$ cat config.mk
export PLATFORM = sky130hd
export DESIGN_NAME = ssfl_top
export DESIGN_NICKNAME = d
export VERILOG_FILES = /design/src/rtl/ssfl_rx.v /design/src/rtl/ssfl_top.v /design/src/rtl/ssfl_tx.v
export VERILOG_INCLUDE_DIRS = /design/src /design/src/rtl
export SDC_FILE = /design/constraint.sdc
export NUM_CORES = 1
export LEC_CHECK = 0
export ABC_CLOCK_PERIOD_IN_PS = 7270
export BUFFER_PORTS_ARGS = -buffer_cell sky130_fd_sc_hd__buf_4
export CAP_MARGIN = 5
export CORE_ASPECT_RATIO = 0.75
export CORE_UTILIZATION = 25
export CTS_CLUSTER_DIAMETER = 50
export DETAILED_ROUTE_END_ITERATION = 7
export PLACE_DENSITY = 0.4
export RECOVER_POWER = 100
export SLEW_MARGIN = 30
export SYNTH_ARGS = -nofsm -noshare
export SYNTH_HDL_FRONTEND = slang
export SYNTH_SLANG_ARGS = --single-unit
$ cat constraint.sdc
create_clock -name sys_clk -period 7.27 [get_ports sys_clk]
set_input_delay 0.727 -clock sys_clk [delete_from_list [all_inputs] [get_ports sys_clk]]
set_output_delay 0.727 -clock sys_clk [all_outputs]
set_load 0.05 [all_outputs]
$ cat src/rtl/ssfl_defines.vh
// register map, field positions, reset values and counts of the serial status block
`ifndef SSFL_DEFINES_VH
`define SSFL_DEFINES_VH
`define SSFL_OFS_STATUS   4'h0
`define SSFL_OFS_DATA     4'h4
`define SSFL_OFS_CONTROL  4'h8
`define SSFL_OFS_DIVISOR  4'hC
`define SSFL_ST_TX_BUFFER_EMPTY_FLAG      7
`define SSFL_ST_TC        6
`define SSFL_ST_RX_BUFFER_FULL_FLAG      5
`define SSFL_ST_IDLE      4
`define SSFL_ST_OVR       3
`define SSFL_ST_NF        2
`define SSFL_ST_FE        1
`define SSFL_ST_PF        0
`define SSFL_CT_PAR_ODD   7
`define SSFL_CT_PAR_EN    6
`define SSFL_CT_ILT       5
`define SSFL_CT_CHAR9     4
`define SSFL_CT_TE        3
`define SSFL_CT_SBK       0
`define SSFL_CTRL_RESET   8'h00
`define SSFL_DIV_RESET    13'h0001
`define SSFL_STATUS_RESET 8'hC0
`define SSFL_KIND_DATA    2'h0
`define SSFL_KIND_PRE     2'h1
`define SSFL_KIND_BRK     2'h2
`define SSFL_BITS_SHORT   4'hA
`define SSFL_BITS_LONG    4'hB
`define SSFL_IDLE_SHORT   8'hA0
`define SSFL_IDLE_LONG    8'hB0
`endif

$ cat src/rtl/ssfl_rx.v
// receive shifter with majority sampling and noise, framing and parity checks
`timescale 1ns/100ps
`include "ssfl_defines.vh"
module ssfl_rx (
  input  wire       sys_clk,
  input  wire       reset,
  input  wire       tick,
  input  wire       rxd,
  input  wire       char9,
  input  wire       par_en,
  input  wire       par_odd,
  output reg        ready,    // one-cycle pulse, character complete
  output reg  [8:0] data,
  output reg        noise,
  output reg        ferr,
  output reg        perr,
  output reg        busy
);
  reg  [3:0] phase;   // tick within bit
  reg  [3:0] bitn;    // 0 start, then data, then stop
  reg  [2:0] ones;    // high samples in this bit
  reg  [2:0] n;       // samples in this bit
  wire       in_start = (bitn == 4'h0);
  wire       samp = in_start ? (phase >= 4'h4 && phase <= 4'hA) : (phase >= 4'h7 && phase <= 4'h9);
  wire [2:0] ones_f = ones + {2'b00, samp & rxd};
  wire [2:0] n_f = n + {2'b00, samp};
  wire       maj = ({ones_f, 1'b0} > {1'b0, n_f});
  wire       dis = (ones_f != 3'h0) && (ones_f != n_f);
  wire [3:0] stopn = char9 ? 4'hA : 4'h9;
  wire       parity_bad = char9 ? (^data[7:0] ^ par_odd) != data[8] : (^data[6:0] ^ par_odd) != data[7];
  // start on a low sample, vote each bit at its last tick
  always @(posedge sys_clk) begin
    ready <= 1'b0;
    if (reset) begin
      phase <= 4'h0;
      bitn  <= 4'h0;
      ones  <= 3'h0;
      n     <= 3'h0;
      data  <= 9'h000;
      noise <= 1'b0;
      ferr  <= 1'b0;
      perr  <= 1'b0;
      busy  <= 1'b0;
    end else if (tick) begin
      if (!busy) begin
        if (!rxd) begin
          busy  <= 1'b1;
          phase <= 4'h1;
          bitn  <= 4'h0;
          ones  <= 3'h0;
          n     <= 3'h0;
          noise <= 1'b0;
        end
      end else begin
        phase <= phase + 4'h1;
        ones  <= ones_f;
        n     <= n_f;
        if (phase == 4'hF) begin
          ones  <= 3'h0;
          n     <= 3'h0;
          noise <= noise | dis;
          bitn  <= bitn + 4'h1;
          if (in_start && maj) begin
            busy <= 1'b0;       // false start, glitch only
          end else if (bitn == stopn) begin
            ferr  <= ~maj;
            perr  <= par_en & parity_bad;
            ready <= 1'b1;
            busy  <= 1'b0;
          end else if (!in_start) begin
            data <= char9 ? {maj, data[8:1]} : {1'b0, maj, data[7:1]};
          end
        end
      end
    end
  end
endmodule // ssfl_rx

$ cat src/rtl/ssfl_top.v
// serial port status flags with avalon-mm register access, receiver and transmitter
//
// Overview of operation
// - buffer-empty sets at reset and buffer-to-shifter move
// - buffer-empty clears: armed status read, data write
// - complete sets at reset and when fully idle
// - complete clears: armed read, then write/enable/break
// - buffer-full sets when character enters data register
// - buffer-full clears: armed status read, data read
// - idle sets after one idle character time
// - idle-type select chooses where idle counting starts
// - idle clears by read pair; rearms after character
// - idle sets only once per idle period
// - overrun sets on unread data; new character dropped
// - overrun clears: armed status read, data read
// - majority samples; disagreement sets noise with full
// - noise clears: status read, then data read
// - framing error when stop bit samples low
// - framing error clears: armed read, data read
// - parity error on mismatch when parity enabled
// - parity error clears: status read, data read
// - status register read-only; writes change nothing
`timescale 1ns/100ps
`include "ssfl_defines.vh"
module ssfl_top (
  input  wire        sys_clk,
  input  wire        reset,
  input  wire [3:0]  avs_address,
  input  wire        avs_read,
  input  wire        avs_write,
  input  wire [31:0] avs_writedata,
  output reg  [31:0] avs_readdata,
  output reg         avs_waitrequest,
  input  wire        rxd,
  output wire        txd
);

  // ------------------------------------------------------------
  // bus handshake
  // ------------------------------------------------------------
  // request seen: waitrequest drops for exactly one cycle
  wire        rd_go;        // read taken, read data latched now
  wire        wr_go;        // write completes now
  wire        status_rd;    // status read, arms clears
  wire        data_rd;      // data read, completes rx clears
  wire        data_wr;      // data write, completes tx clears
  wire        ctrl_wr;      // control write
  wire        div_wr;       // divisor write

  // read side effects act at the edge that latches read data,
  // so the armed value equals the value software receives
  assign rd_go     = avs_read & avs_waitrequest;
  assign wr_go     = avs_write & ~avs_waitrequest;
  assign status_rd = rd_go & (avs_address == `SSFL_OFS_STATUS);
  assign data_rd   = rd_go & (avs_address == `SSFL_OFS_DATA);
  assign data_wr   = wr_go & (avs_address == `SSFL_OFS_DATA);
  assign ctrl_wr   = wr_go & (avs_address == `SSFL_OFS_CONTROL);
  assign div_wr    = wr_go & (avs_address == `SSFL_OFS_DIVISOR);

  // waitrequest: high at rest, low one cycle per request
  always @(posedge sys_clk) begin
    if (reset) begin
      avs_waitrequest <= 1'b1;
    end else if ((avs_read | avs_write) & avs_waitrequest) begin
      avs_waitrequest <= 1'b0;
    end else begin
      avs_waitrequest <= 1'b1;
    end
  end

  // ------------------------------------------------------------
  // control and divisor registers
  // ------------------------------------------------------------
  reg  [7:0]  ctrl;         // parity, idle type, length, enable, break
  reg  [12:0] divisor;      // sys_clk cycles per oversample tick, minus one
  wire        te      = ctrl[`SSFL_CT_TE];
  wire        char9   = ctrl[`SSFL_CT_CHAR9];
  wire        idle_type_select     = ctrl[`SSFL_CT_ILT];
  wire        par_en  = ctrl[`SSFL_CT_PAR_EN];
  wire        par_odd = ctrl[`SSFL_CT_PAR_ODD];
  wire        te_rise;      // enable written from 0 to 1
  wire        sbk_wr1;      // break bit written as 1

  assign te_rise = ctrl_wr & ~te & avs_writedata[`SSFL_CT_TE];
  assign sbk_wr1 = ctrl_wr & avs_writedata[`SSFL_CT_SBK];

  // plain storage, no side effects beyond the decode above
  always @(posedge sys_clk) begin
    if (reset) begin
      ctrl    <= `SSFL_CTRL_RESET;
      divisor <= `SSFL_DIV_RESET;
    end else begin
      if (ctrl_wr) begin
        ctrl <= avs_writedata[7:0];
      end
      if (div_wr) begin
        divisor <= avs_writedata[12:0];
      end
    end
  end

  // ------------------------------------------------------------
  // oversample tick
  // ------------------------------------------------------------
  reg  [12:0] div_cnt;      // counts up to divisor
  reg         tick;         // one pulse per oversample period

  // divisor zero gives a tick every cycle, handy in simulation
  always @(posedge sys_clk) begin
    if (reset) begin
      div_cnt <= 13'h0000;
      tick    <= 1'b0;
    end else if (div_cnt >= divisor) begin
      div_cnt <= 13'h0000;
      tick    <= 1'b1;
    end else begin
      div_cnt <= div_cnt + 13'h0001;
      tick    <= 1'b0;
    end
  end

  // ------------------------------------------------------------
  // flags and clear arming
  // ------------------------------------------------------------
  reg         tx_buffer_empty_flag;         // transmit buffer empty
  reg         tc;           // transmission complete
  reg         rx_buffer_full_flag;         // receive buffer full
  reg         idle;         // idle line seen
  reg         ovr;          // receive overrun
  reg         nf;           // noise
  reg         fe;           // framing error
  reg         pf;           // parity error
  reg  [7:0]  arm;          // flag was 1 at the last status read
  wire [7:0]  flags = {tx_buffer_empty_flag, tc, rx_buffer_full_flag, idle, ovr, nf, fe, pf};

  // per-flag clear strobes, each needs its own armed bit
  wire clr_tx_buffer_empty_flag = data_wr & arm[`SSFL_ST_TX_BUFFER_EMPTY_FLAG];
  wire clr_tc   = (data_wr | te_rise | sbk_wr1) & arm[`SSFL_ST_TC];
  wire clr_rx_buffer_full_flag = data_rd & arm[`SSFL_ST_RX_BUFFER_FULL_FLAG];
  wire clr_idle = data_rd & arm[`SSFL_ST_IDLE];
  wire clr_ovr  = data_rd & arm[`SSFL_ST_OVR];
  wire clr_nf   = data_rd & arm[`SSFL_ST_NF];
  wire clr_fe   = data_rd & arm[`SSFL_ST_FE];
  wire clr_pf   = data_rd & arm[`SSFL_ST_PF];

  // arm captures the flags as read; a later set is not armed
  always @(posedge sys_clk) begin
    if (reset) begin
      arm <= 8'h00;
    end else if (status_rd) begin
      arm <= flags;
    end else begin
      // a data access consumes the arming of the flags it serves
      if (data_wr) begin
        arm[`SSFL_ST_TX_BUFFER_EMPTY_FLAG] <= 1'b0;
      end
      if (data_wr | te_rise | sbk_wr1) begin
        arm[`SSFL_ST_TC] <= 1'b0;
      end
      if (data_rd) begin
        arm[5:0] <= 6'h00;
      end
    end
  end

  // ------------------------------------------------------------
  // receiver and receive data register
  // ------------------------------------------------------------
  wire        rx_ready;     // character complete in shifter
  wire [8:0]  rx_data;
  wire        rx_noise;
  wire        rx_ferr;
  wire        rx_perr;
  wire        rx_busy;      // frame in progress
  reg  [8:0]  rx_buf;       // receive data register
  wire        rx_room  = ~rx_buffer_full_flag | clr_rx_buffer_full_flag;   // buffer free this edge
  wire        rx_take  = rx_ready & rx_room;
  wire        rx_lost  = rx_ready & ~rx_room;

  ssfl_rx u_rx (
    .sys_clk (sys_clk),
    .reset   (reset),
    .tick    (tick),
    .rxd     (rxd),
    .char9   (char9),
    .par_en  (par_en),
    .par_odd (par_odd),
    .ready   (rx_ready),
    .data    (rx_data),
    .noise   (rx_noise),
    .ferr    (rx_ferr),
    .perr    (rx_perr),
    .busy    (rx_busy)
  );

  // set wins over clear on every receive flag
  always @(posedge sys_clk) begin
    if (reset) begin
      rx_buffer_full_flag   <= 1'b0;
      ovr    <= 1'b0;
      nf     <= 1'b0;
      fe     <= 1'b0;
      pf     <= 1'b0;
      rx_buf <= 9'h000;
    end else begin
      rx_buffer_full_flag <= rx_take | (rx_buffer_full_flag & ~clr_rx_buffer_full_flag);
      // overrun keeps the old character and drops the new one's errors
      ovr  <= rx_lost | (ovr & ~clr_ovr);
      nf   <= (rx_take & rx_noise) | (nf & ~clr_nf);
      fe   <= (rx_take & rx_ferr) | (fe & ~clr_fe);
      pf   <= (rx_take & rx_perr) | (pf & ~clr_pf);
      if (rx_take) begin
        rx_buf <= rx_data;
      end
    end
  end

  // ------------------------------------------------------------
  // idle line detection
  // ------------------------------------------------------------
  reg  [7:0]  idle_cnt;     // oversample ticks of high line
  reg         idle_allow;   // a character arrived since last idle
  wire [7:0]  idle_need = char9 ? `SSFL_IDLE_LONG : `SSFL_IDLE_SHORT;
  // with the late type the frame itself never counts
  wire        idle_hold = ~rxd | (idle_type_select & rx_busy);
  wire        idle_hit  = tick & ~idle_hold & (idle_cnt == idle_need - 8'h01);

  // counter saturates so a long idle gives one event only
  always @(posedge sys_clk) begin
    if (reset) begin
      idle_cnt <= 8'h00;
    end else if (tick) begin
      if (idle_hold) begin
        idle_cnt <= 8'h00;
      end else if (idle_cnt != idle_need) begin
        idle_cnt <= idle_cnt + 8'h01;
      end
    end
  end

  // allow rearms only on a newly stored character
  always @(posedge sys_clk) begin
    if (reset) begin
      idle       <= 1'b0;
      idle_allow <= 1'b0;
    end else begin
      idle <= (idle_hit & idle_allow) | (idle & ~clr_idle);
      if (rx_take) begin
        idle_allow <= 1'b1;
      end else if (idle_hit) begin
        idle_allow <= 1'b0;
      end
    end
  end

  // ------------------------------------------------------------
  // transmit buffer, queued preamble and break
  // ------------------------------------------------------------
  reg  [7:0]  tx_buf;       // transmit data buffer
  reg         tx_full;      // buffer holds an unsent character
  reg         pre_pend;     // preamble queued by enable rising
  reg         brk_pend;     // break queued by break bit
  wire        tx_busy;
  wire        tx_start = te & ~tx_busy & (brk_pend | pre_pend | tx_full);
  // break first, then preamble, then data
  wire [1:0]  tx_kind  = brk_pend ? `SSFL_KIND_BRK : (pre_pend ? `SSFL_KIND_PRE : `SSFL_KIND_DATA);
  wire        tx_move  = tx_start & (tx_kind == `SSFL_KIND_DATA);
  wire        brk_done;     // break finished, break bit still set
  reg         tx_busy_q;
  reg         tx_kind_brk;  // shifter currently sends a break

  ssfl_tx u_tx (
    .sys_clk (sys_clk),
    .reset   (reset),
    .tick    (tick),
    .start   (tx_start),
    .kind    (tx_kind),
    .data    (tx_buf),
    .char9   (char9),
    .par_en  (par_en),
    .par_odd (par_odd),
    .txd     (txd),
    .busy    (tx_busy)
  );

  assign brk_done = tx_busy_q & ~tx_busy & tx_kind_brk & ctrl[`SSFL_CT_SBK];

  // queue bookkeeping; a write while full overwrites the buffer
  always @(posedge sys_clk) begin
    if (reset) begin
      tx_buf      <= 8'h00;
      tx_full     <= 1'b0;
      pre_pend    <= 1'b0;
      brk_pend    <= 1'b0;
      tx_busy_q   <= 1'b0;
      tx_kind_brk <= 1'b0;
    end else begin
      tx_busy_q <= tx_busy;
      if (tx_start) begin
        tx_kind_brk <= (tx_kind == `SSFL_KIND_BRK);
      end
      if (data_wr) begin
        tx_buf  <= avs_writedata[7:0];
        tx_full <= 1'b1;
      end else if (tx_move) begin
        tx_full <= 1'b0;
      end
      if (te_rise) begin
        pre_pend <= 1'b1;
      end else if (tx_start & (tx_kind == `SSFL_KIND_PRE)) begin
        pre_pend <= 1'b0;
      end
      // further breaks follow while the break bit stays 1
      if (sbk_wr1 | brk_done) begin
        brk_pend <= 1'b1;
      end else if (tx_start & (tx_kind == `SSFL_KIND_BRK)) begin
        brk_pend <= 1'b0;
      end
    end
  end

  // ------------------------------------------------------------
  // transmit flags
  // ------------------------------------------------------------
  // complete condition is masked in the cycle new work is queued,
  // otherwise the clear would be undone by the still-idle shifter
  wire tx_quiet = ~tx_full & ~tx_busy & ~tx_start & ~pre_pend & ~brk_pend;
  wire tc_set   = tx_quiet & ~data_wr & ~te_rise & ~sbk_wr1;

  always @(posedge sys_clk) begin
    if (reset) begin
      tx_buffer_empty_flag <= 1'b1;
      tc   <= 1'b1;
    end else begin
      tx_buffer_empty_flag <= tx_move | (tx_buffer_empty_flag & ~clr_tx_buffer_empty_flag);
      tc   <= tc_set | (tc & ~clr_tc);
    end
  end

  // ------------------------------------------------------------
  // read data
  // ------------------------------------------------------------
  // status has no write path at all, so writes there are lost
  always @(posedge sys_clk) begin
    if (reset) begin
      avs_readdata <= 32'h00000000;
    end else if (rd_go) begin
      case (avs_address)
        `SSFL_OFS_STATUS:  avs_readdata <= {24'h000000, flags};
        `SSFL_OFS_DATA:    avs_readdata <= {23'h000000, rx_buf};
        `SSFL_OFS_CONTROL: avs_readdata <= {24'h000000, ctrl};
        `SSFL_OFS_DIVISOR: avs_readdata <= {19'h00000, divisor};
        default:           avs_readdata <= 32'h00000000;
      endcase
    end
  end

endmodule // ssfl_top

$ cat src/rtl/ssfl_tx.v
// transmit shifter: sends a data frame, an all-ones preamble or an all-zeros break
`timescale 1ns/100ps
`include "ssfl_defines.vh"
module ssfl_tx (
  input  wire       sys_clk,
  input  wire       reset,
  input  wire       tick,     // oversample tick, 16 per bit
  input  wire       start,    // take a new frame
  input  wire [1:0] kind,     // data, preamble or break
  input  wire [7:0] data,
  input  wire       char9,
  input  wire       par_en,
  input  wire       par_odd,
  output reg        txd,
  output reg        busy
);
  reg  [10:0] sh;     // frame, lsb first
  reg  [3:0]  left;   // bits still to send
  reg  [3:0]  phase;  // tick within bit
  wire        par = (char9 ? ^data : ^data[6:0]) ^ par_odd;
  wire [8:0]  body = char9 ? {par_en ? par : 1'b0, data} : {1'b1, par_en ? par : data[7], data[6:0]};
  // load on start, then one bit per 16 ticks
  always @(posedge sys_clk) begin
    if (reset) begin
      sh    <= 11'h7FF;
      left  <= 4'h0;
      phase <= 4'h0;
      txd   <= 1'b1;
      busy  <= 1'b0;
    end else if (start && !busy) begin
      case (kind)
        `SSFL_KIND_PRE: sh <= 11'h7FF;
        `SSFL_KIND_BRK: sh <= 11'h000;
        default:        sh <= {1'b1, body, 1'b0};
      endcase
      txd   <= (kind == `SSFL_KIND_PRE);
      left  <= char9 ? `SSFL_BITS_LONG : `SSFL_BITS_SHORT;
      phase <= 4'h0;
      busy  <= 1'b1;
    end else if (busy && tick) begin
      phase <= phase + 4'h1;
      if (phase == 4'hF) begin
        sh   <= {1'b1, sh[10:1]};
        left <= left - 4'h1;
        // line returns high after the last bit, also after a break
        txd  <= (left == 4'h1) ? 1'b1 : sh[1];
        busy <= (left != 4'h1);
      end
    end
  end
endmodule // ssfl_tx

==> out/qor.csv, run 1 <==
stage;metric;value;unit
routing;routed_wl;18.6;mm
logic_synthesis;yosysTopAreaCellShare;0.413;
min_path;hp-class;register to register;
worst_setup_path;crit_fanout;81;
placed_design;hpwlAfterDp;13.0;mm
flow_run;max_cap_viol_count;1;
clock_tree;cts_hold_buf;0;
routing;wl_per_cell;15.6;µm
logic_synthesis;muxShareOfSynthArea;0.0619;
timing;rsz0062_at_grt;no;
logic_synthesis;yosys.area_share.adder;0.0538;
global_route;first_global_vias;5240;
power;total_power;1.89;mW
clock_tree;clk_pin_slew;0.06;ns
routing;vias_per_cell;4.64;
placed_design;io_buffers;36;
routing;first_pass_iters;4;
logic_synthesis;ys_ff_latch;144;
worst_setup_path;crit_family;buffers and inverters;
power;p_leak;2.86;nW
worst_setup_path;cp.arrival;4.98;ns
finish;area_growth;14.5;%
floorplan;num_rows;52;
finish;layout_commonest_cell;dfxtp_1;
clock_tree;cts_tree;done;
clock_tree;cts_sinks;144;
routing;ant_nets;0;
floorplan;die_x;195;µm
floorplan;start_util;0.256;
global_route;grt_usage;0.135;
routing;drtIter0Drc;325;
worst_setup_path;cp-start-kind;input pin;
logic_synthesis;syn_area;0.00697;mm²
worst_setup_path;cp_cell_sequence;clkbuf_1, clkbuf_1, or2_2, nor2_1;
global_route;grt_pass1_wl;30.0;mm
logic_synthesis;synth_compound_area_frac;0.150;
finish;final_cells;1190;
timing;post-route-period-util;0.643;
clock_tree;postCtsSetupRepairBufs;0;
clock_tree;cts_made_buffers;17;
timing;post-route-min-period;4.67;ns
logic_synthesis;synthTopCellsByArea;dfxtp_1, nand2_1, a21oi_1;
timing;worst_pin_slew;3.81;ns
timing;fin_skew;0.0141;ns
logic_synthesis;synthFlopType;dfxtp_1;
worst_setup_path;cpMostUsedCell;clkbuf_1;
worst_setup_path;max_stage_delay;2.75;ns
outcome;outcome;finished, violations left;
timing;final_hold_viol_count;0;
clock_tree;cts-root-buf;clkbuf_16;
timing;fin_setup_tns;0;ns
timing;setup_viol;0;
worst_setup_path;cp.required;7.58;ns
clock_tree;h-tree-depth;4;
logic_synthesis;synthXorXnorAreaFrac;0.0605;
logic_synthesis;yosys.area.top_type;dfxtp_1;
timing;drv_slew;82;
logic_synthesis;synth_top_family_by_area;simple AND/OR/NAND/NOR gates;
worst_setup_path;slowest_stage;clkbuf_1;
timing;timing.fmax;0.214;GHz
finish;n_antenna_cell;0;
global_route;gr-total-overflow;0;
worst_setup_path;worstSetupPathType;input pin to register;
outcome;failed_checks;max-capacitance violations, max-slew violations;
clock_tree;cts_buffer_depth;2;
logic_synthesis;syn_avg_cell_area;8.63;µm²
timing;fin_ws;2.60;ns
floorplan;io-pin-count;75;
finish;layout-drive-gt1-share;0.0846;
placed_design;pre_cts_slack;3.58;ns
global_route;antenna_found_initial;0;
power;max-vdd-ir-drop;159;µV
routing;vias;5519;
finish;most-common-layout-cells;dfxtp_1, nand2_1, nor2_1, a21oi_1, inv_1;
logic_synthesis;synthCells;808;
worst_setup_path;worstSetupEndpointType;register;
placed_design;gp_congestion;0.762;
logic_synthesis;synth-simple-area-share;0.195;
logic_synthesis;yosysUniqueCellTypes;61;
finish;finalNetCount;898;
floorplan;core_area;0.0272;mm²
timing;maxSlewHeadroom;-1.54;
placed_design;dpl-instance-area;0.00747;mm²
clock_tree;insertion_delay;0.43;ns
logic_synthesis;synth_edf_count;0;
logic_synthesis;async_reset_ff_frac;0;
logic_synthesis;synth_warnings;0;
finish;fin_area;0.00798;mm²
logic_synthesis;ys_seq_area_frac;0.413;
placed_design;place_inst;1159;
global_route;grt_max_degree;82;
worst_setup_path;path_buf_inv;2;
routing;drc;0;
timing;hold_ws;0.458;ns
clock_tree;post_cts_resized;0;
floorplan;die_y;147;µm
floorplan;die-area;0.0286;mm²
finish;fin_util;0.293;
power;p_per_area;236;mW/mm²
where the power goes:
part	total (mW)	leakage (nW)	internal, mW	switching, mW
combinational	0.167	1.40	0.0502	0.117
sequential	0.824	1.16	0.802	0.0221
clock	0.895	0.293	0.538	0.357
Yosys cell counts, drive strengths merged, types with 4 or more instances:
library cell	number
clkbuf	26
inv	36
and4	5
nand2b	7
nand3	13
o211ai	4
ha	30
a22oi	11
and3	4
nor3	16
a21o	7
dfxtp	144
a21oi	75
nand2	116
or2	6
nor2	77
or3	6
mux2i	24
nor2b	5
xnor2	24
a211oi	18
o21ai	28
nand4	18
o221ai	7
nand3b	8
xor2	19
buf	33
mux4	8
area by class of cell:
class / instances / area (µm²)
timing repair buffer: 41 / 236
fill: 2923 / 19200
clock inverter: 14 / 166
tap: 351 / 439
inverter: 36 / 135
clock buffer: 17 / 425
multi-input combinational: 587 / 3690
sequential: 144 / 2880
state kept, by name (all words and copies together) (netlist names), 3 cells and up:
register      flops
arm               8
avs_readdata     13
ctrl              8
div_cnt          13
divisor          13
idle_cnt          8
rx_buf            9
tx_buf            8
u_rx.bitn         4
u_rx.data         9
u_rx.n            3
u_rx.ones         3
u_rx.phase        4
u_tx.left         4
u_tx.phase        4
u_tx.sh          10
path summary, 6_finish.rpt:
kind | startpoint | endpoint | slack (ns) | cells past startpoint
setup / recovery | reset | u_rx.n[2]$_SDFFE_PP0P_ | 2.60 | 4
hold / removal | avs_readdata[1]$_SDFFE_PP0P_ | avs_readdata[1]$_SDFFE_PP0P_ | 0.46 | 2
setup reg to reg | u_rx.bitn[0]$_SDFFE_PP0P_ | u_rx.data[7]$_SDFFE_PP0P_ | 3.50 | 15
hold reg to reg | avs_readdata[1]$_SDFFE_PP0P_ | avs_readdata[1]$_SDFFE_PP0P_ | 0.46 | 2
worst reg2reg max path: stages, from the launching register on:
cell	delay [ns]
dfxtp_1	0.42
inv_1	0.07
ha_1	0.21
nor3b_1	0.16
or3_1	0.32
o311ai_0	0.11
o21ai_0	0.18
ha_1	0.23
ha_1	0.21
xnor2_1	0.49
ha_1	0.20
inv_1	0.05
a211o_1	0.26
a21oi_1	0.32
a211o_1	0.18
a21oi_1	0.06
per-layer routing:
| metal | up-vias | routed length [µm] | GRT usage |
|---|---|---|---|
| met1 | 2606 | 10500 | 0.211 |
| li1 | 2820 | - | - |
| met4 | 0 | 123 | 0.0343 |
| met3 | 11 | 629 | 0.0305 |
| met5 | - | 0 | 0 |
| met2 | 82 | 7350 | 0.180 |
kinds of logic after synthesis:
| group | after synthesis |
|---|---|
| AO/OA/AOI/OAI | 169 |
| AND/OR/NAND/NOR | 291 |
| multiplexers | 33 |
| other | 1 |
| buffers and inverters | 95 |
| XOR/XNOR | 45 |
| flip-flops | 144 |
| adder cells (fa/ha/maj) | 30 |
Note: power is estimated with default switching activity, not from simulation.
==> run 2, diff against run 1 <==
--- a/config.mk
+++ b/config.mk
@@ -6,7 +6,7 @@
 export SDC_FILE = /design/constraint.sdc
 export NUM_CORES = 1
 export LEC_CHECK = 0
-export ABC_CLOCK_PERIOD_IN_PS = 7270
+export ABC_CLOCK_PERIOD_IN_PS = 4750
 export BUFFER_PORTS_ARGS = -buffer_cell sky130_fd_sc_hd__buf_4
 export CAP_MARGIN = 5
 export CORE_ASPECT_RATIO = 0.75
==> constraint.sdc (replaced) <==
create_clock -name sys_clk -period 4.75 [get_ports sys_clk]
set_input_delay 0.475 -clock sys_clk [delete_from_list [all_inputs] [get_ports sys_clk]]
set_output_delay 0.475 -clock sys_clk [all_outputs]
set_load 0.05 [all_outputs]
==> out/qor.csv, run 2 (synthesized netlist as in run 1, its figures left out) <==
stage;metric;value;unit;change
outcome;outcome;finished, violations left;;unchanged
outcome;failed_checks;max-capacitance violations, max-slew violations;;unchanged
timing;fin_skew;0.0126;ns;was 0.0141 ns
timing;setup_viol;0;;unchanged
power;max-vdd-ir-drop;248;µV;was 159 µV
finish;regArea;0.00288;mm²;unchanged
finish;layout-drive-gt1-share;0.0856;;was 0.0846
timing;fin_setup_tns;0;ns;unchanged
clock_tree;clk_pin_slew;0.06;ns;about the same
finish;layout_commonest_cell;dfxtp_1;;unchanged
finish;most-common-layout-cells;dfxtp_1, nand2_1, nor2_1, a21oi_1, inv_1;;unchanged
worst_setup_path;worstSetupEndpointType;register;;unchanged
power;p_int;2.13;mW;was 1.39 mW
timing;fin_ws;1.03;ns;was 2.60 ns
finish;n_antenna_cell;0;;unchanged
floorplan;die-area;0.0286;mm²;unchanged
finish;finalNetCount;899;;was 898
power;seqPwrFrac;0.435;;was 0.437
global_route;gr-total-overflow;0;;unchanged
placed_design;dpl-instance-area;0.00748;mm²;was 0.00747 mm²
worst_setup_path;cp.required;5.05;ns;was 7.58 ns
floorplan;core_area;0.0272;mm²;unchanged
timing;rsz0062_at_grt;no;;unchanged
worst_setup_path;worstSetupPathType;register to register;;was input pin to register
floorplan;die_y;147;µm;unchanged
placed_design;gp_congestion;0.753;;was 0.762
finish;largest_registers;avs_readdata x13, div_cnt x13, divisor x13;;unchanged
power;p_per_area;363;mW/mm²;was 236 mW/mm²
routing;vias_per_cell;4.58;;was 4.64
power;p_leak;2.86;nW;about the same
routing;ant_nets;0;;unchanged
clock_tree;cts_sinks;144;;unchanged
timing;worst_pin_slew;1.77;ns;was 3.81 ns
finish;multi_input_area;0.00369;mm²;about the same
min_path;holdPathStages;2;;unchanged
power;total_power;2.90;mW;was 1.89 mW
routing;drc;0;;unchanged
placed_design;pre_cts_slack;1.09;ns;was 3.58 ns
worst_setup_path;rr_worst_depth;15;;unchanged
global_route;grt_usage;0.135;;about the same
global_route;grt_max_degree;82;;unchanged
clock_tree;cts_buffer_depth;2;;unchanged
global_route;antenna_found_initial;0;;unchanged
clock_tree;cts_tree;done;;unchanged
worst_setup_path;crit_fanout;7;;was 81
placed_design;hpwlAfterDp;13.1;mm;was 13.0 mm
timing;post-route-period-util;0.783;;
routing;vias;5465;;was 5519
routing;first_pass_iters;4;;unchanged
min_path;hp-class;input pin to register;;was register to register
global_route;first_global_vias;5171;;was 5240
power;combPwrFrac;0.091;;was 0.089
floorplan;io-pin-count;75;;unchanged
clock_tree;h-tree-depth;4;;unchanged
power;p_sw;0.768;mW;was 0.496 mW
power;swShare;0.265;;was 0.263
clock_tree;postCtsSetupRepairBufs;0;;unchanged
routing;wl_per_cell;15.6;µm;about the same
routing;drtIter0Drc;331;;was 325
clock_tree;cts_hold_buf;0;;unchanged
timing;timing.fmax;0.269;GHz;
clock_tree;cts_made_buffers;17;;unchanged
routing;routed_wl;18.6;mm;about the same
finish;fill_cells;2947;;was 2923
floorplan;die_x;195;µm;unchanged
timing;final_hold_viol_count;0;;unchanged
worst_setup_path;cp-start-kind;register;;was input pin
timing;post-route-min-period;3.72;ns;
timing;drv_slew;82;;unchanged
timing;maxSlewHeadroom;-0.177;;was -1.54
flow_run;max_cap_viol_count;1;;unchanged
clock_tree;cts-root-buf;clkbuf_16;;unchanged
clock_tree;post_cts_resized;0;;unchanged
floorplan;start_util;0.256;;unchanged
clock_tree;insertion_delay;0.43;ns;about the same
power;clock_power_share;0.474;;about the same
finish;fin_area;0.00799;mm²;was 0.00798 mm²
finish;area_growth;14.6;%;was 14.5%
floorplan;num_rows;52;;unchanged
placed_design;io_buffers;36;;unchanged
worst_setup_path;cp.arrival;4.01;ns;was 4.98 ns
global_route;grt_pass1_wl;29.9;mm;was 30.0 mm
## run 2: cell types whose count changed in the layout (fill, tap and decap cells not counted)
cell        delta
o21ai_0        +1
inv_6          -1
buf_4          +1
clkbuf_2       +1
o21ai_2        -1
clkinvlp_4     +1
## run 2: worst max-delay path: stages (launching register included)
cell and delay [ns]:
dfxtp_1 0.43, inv_1 0.07, ha_1 0.21, nor3b_1 0.14, or3_1 0.30, o311ai_0 0.10
o21ai_0 0.18, ha_1 0.22, ha_1 0.20, xnor2_1 0.48, ha_1 0.21, inv_1 0.05
a211o_1 0.26, a21oi_1 0.36, o21ai_0 0.15, a221oi_1 0.25
## run 2: final cells by class
class,count,share of cell area
timing repair buffer,42,0.0307
clock buffer,18,0.0537
inverter,36,0.0169
tap,351,0.0550
sequential,144,0.361
multi-input combinational,587,0.462
clock inverter,14,0.0207
## run 2: final timing paths
| kind | start | to | slack (ns) |
|---|---|---|---|
| worst max-delay path | u_rx.bitn[0]$_SDFFE_PP0P_ | u_rx.busy$_SDFFE_PP0P_ | 1.03 |
| worst min-delay path | avs_write | avs_waitrequest$_SDFF_PP1_ | 0.26 |
| worst max register to register | u_rx.bitn[0]$_SDFFE_PP0P_ | u_rx.busy$_SDFFE_PP0P_ | 1.03 |
| worst min register to register | rx_buf[8]$_SDFFE_PP0P_ | rx_buf[8]$_SDFFE_PP0P_ | 0.46 |
## run 2: routing by layer
| layer | vias to the layer above | part of all wire | GRT usage |
|---|---|---|---|
| li1 | 2816 | - | - |
| met1 | 2584 | 0.57 | 0.214 |
| met2 | 58 | 0.39 | 0.178 |
| met3 | 7 | 0.027 | 0.0293 |
| met4 | 0 | 0.0060 | 0.0354 |
| met5 | - | 0 | 0 |
## run 2: through the flow
step | hold WS, ns | instances | util
6_report | 0.262 | 1192 | 0.294
4_1_cts | 0.240 | 1192 | 0.297
5_1_grt | 0.242 | 1192 | 0.294
3_3_place_gp | 0.444 | 1159 | 0.275
2_1_floorplan | 0.432 | 826 | -
3_5_place_dp | 0.452 | 1160 | 0.275
## run 2: power by group through the flow
stage                     clock network, mW  registers [mW]  logic (mW)
final                                  1.37            1.26       0.263
after global routing                   1.47            1.26       0.295
after CTS                              1.42            1.26       0.268
after detailed placement                  0            1.29       0.266
after global placement                    0            1.29       0.259
after floorplan                           0            1.27       0.200
==> run 3, diff against run 2 <==
--- a/config.mk
+++ b/config.mk
@@ -6,7 +6,7 @@
 export SDC_FILE = /design/constraint.sdc
 export NUM_CORES = 1
 export LEC_CHECK = 0
-export ABC_CLOCK_PERIOD_IN_PS = 4750
+export ABC_CLOCK_PERIOD_IN_PS = 3800
 export BUFFER_PORTS_ARGS = -buffer_cell sky130_fd_sc_hd__buf_4
 export CAP_MARGIN = 5
 export CORE_ASPECT_RATIO = 0.75
==> constraint.sdc (replaced) <==
create_clock -name sys_clk -period 3.8 [get_ports sys_clk]
set_input_delay 0.38 -clock sys_clk [delete_from_list [all_inputs] [get_ports sys_clk]]
set_output_delay 0.38 -clock sys_clk [all_outputs]
set_load 0.05 [all_outputs]
==> out/qor.csv, run 3 (synthesized netlist as in run 1, its figures left out) <==
stage;metric;value;unit;change
outcome;failed_checks;max-capacitance violations;;was max-capacitance violations, max-slew violations
clock_tree;cts_sinks;144;;unchanged
clock_tree;insertion_delay;0.43;ns;about the same
worst_setup_path;max_stage_delay;0.41;ns;was 0.48 ns
timing;final_hold_viol_count;0;;unchanged
timing;timing.fmax;0.289;GHz;was 0.269 GHz
global_route;grt_pass1_wl;29.6;mm;was 29.9 mm
finish;n_antenna_cell;0;;unchanged
global_route;gr-total-overflow;0;;unchanged
floorplan;num_rows;52;;unchanged
power;p_int;2.82;mW;was 2.13 mW
clock_tree;cts_hold_buf;0;;unchanged
worst_setup_path;crit_fanout;7;;unchanged
routing;vias;5533;;was 5465
timing;post-route-period-util;0.911;;was 0.783
power;total_power;3.76;mW;was 2.90 mW
floorplan;die-area;0.0286;mm²;unchanged
outcome;outcome;finished, violations left;;unchanged
worst_setup_path;cp.arrival;3.79;ns;was 4.01 ns
clock_tree;cts_buffer_depth;2;;unchanged
power;clock_power_share;0.498;;was 0.474
clock_tree;cts_made_buffers;17;;unchanged
worst_setup_path;cp.required;4.13;ns;was 5.05 ns
timing;hold_ws;0.164;ns;was 0.262 ns
global_route;met2_usage;0.173;;was 0.178
global_route;first_global_vias;5216;;was 5171
worst_setup_path;worstSetupEndpointType;register;;unchanged
placed_design;place_inst;1162;;was 1160
timing;rsz0062_at_grt;no;;unchanged
power;seqPwrFrac;0.418;;was 0.435
finish;fin_util;0.296;;was 0.294
routing;drc;0;;unchanged
min_path;min_to;avs_waitrequest$_SDFF_PP1_;;unchanged
power;max-vdd-ir-drop;325;µV;was 248 µV
power;p_leak;2.88;nW;was 2.86 nW
global_route;top_usage_layer;met1;;unchanged
routing;wl_per_cell;15.5;µm;was 15.6 µm
worst_setup_path;rr_worst_depth;15;;unchanged
routing;ant_nets;0;;unchanged
power;combPwrFrac;0.084;;was 0.091
routing;routed_wl;18.5;mm;was 18.6 mm
clock_tree;cts_tree;done;;unchanged
finish;finalNetCount;901;;was 899
finish;final_cells;1194;;was 1192
worst_setup_path;rrSetupSlack;0.34;ns;was 1.03 ns
timing;maxSlewHeadroom;0.00950;;was -0.177
finish;area_growth;15.4;%;was 14.6%
timing;fin_setup_tns;0;ns;unchanged
global_route;antenna_found_initial;0;;unchanged
finish;layout_commonest_cell;dfxtp_1;;unchanged
routing;first_pass_iters;4;;unchanged
timing;fin_skew;0.00722;ns;was 0.0126 ns
finish;layout-drive-gt1-share;0.0819;;was 0.0856
routing;drtIter0Drc;273;;was 331
placed_design;hpwlAfterDp;13.0;mm;was 13.1 mm
global_route;use_met3;0.0266;;was 0.0293
worst_setup_path;worstSetupPathType;register to register;;unchanged
timing;post-route-min-period;3.46;ns;was 3.72 ns
timing;drv_slew;0;;was 82
floorplan;die_x;195;µm;unchanged
power;p_sw;0.944;mW;was 0.768 mW
worst_setup_path;reg2reg_to;u_rx.busy$_SDFFE_PP0P_;;unchanged
min_path;hold_start;avs_write;;unchanged
finish;largest_registers;avs_readdata x13, div_cnt x13, divisor x13;;unchanged
global_route;use_met1;0.214;;about the same
worst_setup_path;cp-start-kind;register;;unchanged
floorplan;start_util;0.256;;unchanged
worst_setup_path;regToRegStartpoint;u_rx.bitn[0]$_SDFFE_PP0P_;;unchanged
min_path;hp-class;input pin to register;;unchanged
placed_design;io_buffers;36;;unchanged
power;p_per_area;468;mW/mm²;was 363 mW/mm²
worst_setup_path;cpMostUsedCell;ha_1;;unchanged
clock_tree;clk_pin_slew;0.06;ns;about the same
worst_setup_path;startpoint;u_rx.bitn[0]$_SDFFE_PP0P_;;unchanged
worst_setup_path;cp_cell_sequence;inv_1, ha_1, nor3b_1, or3_1, o311ai_0, o21ai_0, and2_1, ha_1, ha_1, ha_1, inv_1, a211o_1, a21oi_2, o21ai_0, a221oi_1;;was inv_1, ha_1, nor3b_1, or3_1, o311ai_0, o21ai_0, ha_1, ha_1, xnor2_1, ha_1, inv_1, a211o_1, a21oi_1, o21ai_0, a221oi_1
timing;worst_pin_slew;1.48;ns;was 1.77 ns
power;swShare;0.251;;was 0.265
clock_tree;h-tree-depth;4;;unchanged
floorplan;core_area;0.0272;mm²;unchanged
flow_run;max_cap_viol_count;1;;unchanged
worst_setup_path;slowest_stage;dfxtp_1;;was xnor2_1
routing;vias_per_cell;4.63;;was 4.58
timing;setup_viol;0;;unchanged
floorplan;io-pin-count;75;;unchanged
finish;most-common-layout-cells;dfxtp_1, nand2_1, nor2_1, a21oi_1, inv_1;;unchanged
clock_tree;cts-root-buf;clkbuf_16;;unchanged
min_path;holdPathStages;2;;unchanged
global_route;grt_max_degree;101;;was 82
global_route;grt_usage;0.135;;about the same
placed_design;gp_congestion;0.727;;was 0.753
floorplan;die_y;147;µm;unchanged
[run 3: cell types whose count changed in the layout (fill, tap and decap cells not counted), moves of 2 or more]
| cell | before | now |
|---|---|---|
| clkinv_4 | 3 | 0 |
| clkbuf_1 | 19 | 23 |
| clkbuf_8 | 0 | 2 |
| bufinv_16 | 3 | 5 |
[run 3: area by class of cell]
class	instances	area, µm²
fillers	2936	19200
multi-input cells	587	3690
flip-flops and latches	144	2880
clock buffers	21	460
well taps	351	439
repair buffers	44	255
clock inverters	11	185
inverters	36	135
[run 3: critical path, delay by kind of cell (launching register included)]
kind / cells / cell delay, ns
and+or+nand+nor: 3 / 0.66
buffers and inverters: 2 / 0.11
adders and majority gates: 4 / 1.02
DFF: 1 / 0.41
AOI/OAI and AO/OA: 6 / 1.16
[run 3: how the worst max path moves through the flow]
stage	endpoint	slack, ns	cells after the start
2_1_floorplan	u_rx.busy$_SDFFE_PP0P_	0.68	15
3_3_place_gp	u_rx.busy$_SDFFE_PP0P_	0.19	15
3_5_place_dp	u_rx.busy$_SDFFE_PP0P_	0.22	15
4_1_cts	u_rx.busy$_SDFFE_PP0P_	0.20	15
5_1_grt	u_rx.busy$_SDFFE_PP0P_	0.02	15
6_report	u_rx.busy$_SDFFE_PP0P_	0.34	15
[run 3: power groups by stage]
| stage | logic [mW] | clock network (mW) | registers [mW] |
|---|---|---|---|
| floorplan | 0.251 | 0 | 1.59 |
| global placement | 0.321 | 0 | 1.61 |
| detailed placement | 0.332 | 0 | 1.61 |
| CTS | 0.333 | 1.93 | 1.57 |
| global route | 0.354 | 1.98 | 1.58 |
| finish | 0.316 | 1.87 | 1.57 |
[run 3: timing repair]
action | 4_1_cts | 5_1_grt
buffers inserted | 0 | 0
endpoints found under the hold margin | 0 | 0
endpoints found under the setup margin | 0 | 2
resized for setup | 0 | 1
[run 3: stage by stage]
stage	setup slack (ns)	cell area, µm²
6_report	0.337	8050
2_1_floorplan	0.677	7040
4_1_cts	0.197	8140
3_3_place_gp	0.192	7480
3_5_place_dp	0.221	7490
5_1_grt	0.0226	8050
[run 3: layer usage]
layer | wire length [µm] | vias up
met1 | 10500 | 2624
met3 | 678 | 17
li1 | - | 2822
met4 | 249 | 0
met5 | 0 | -
met2 | 7070 | 70
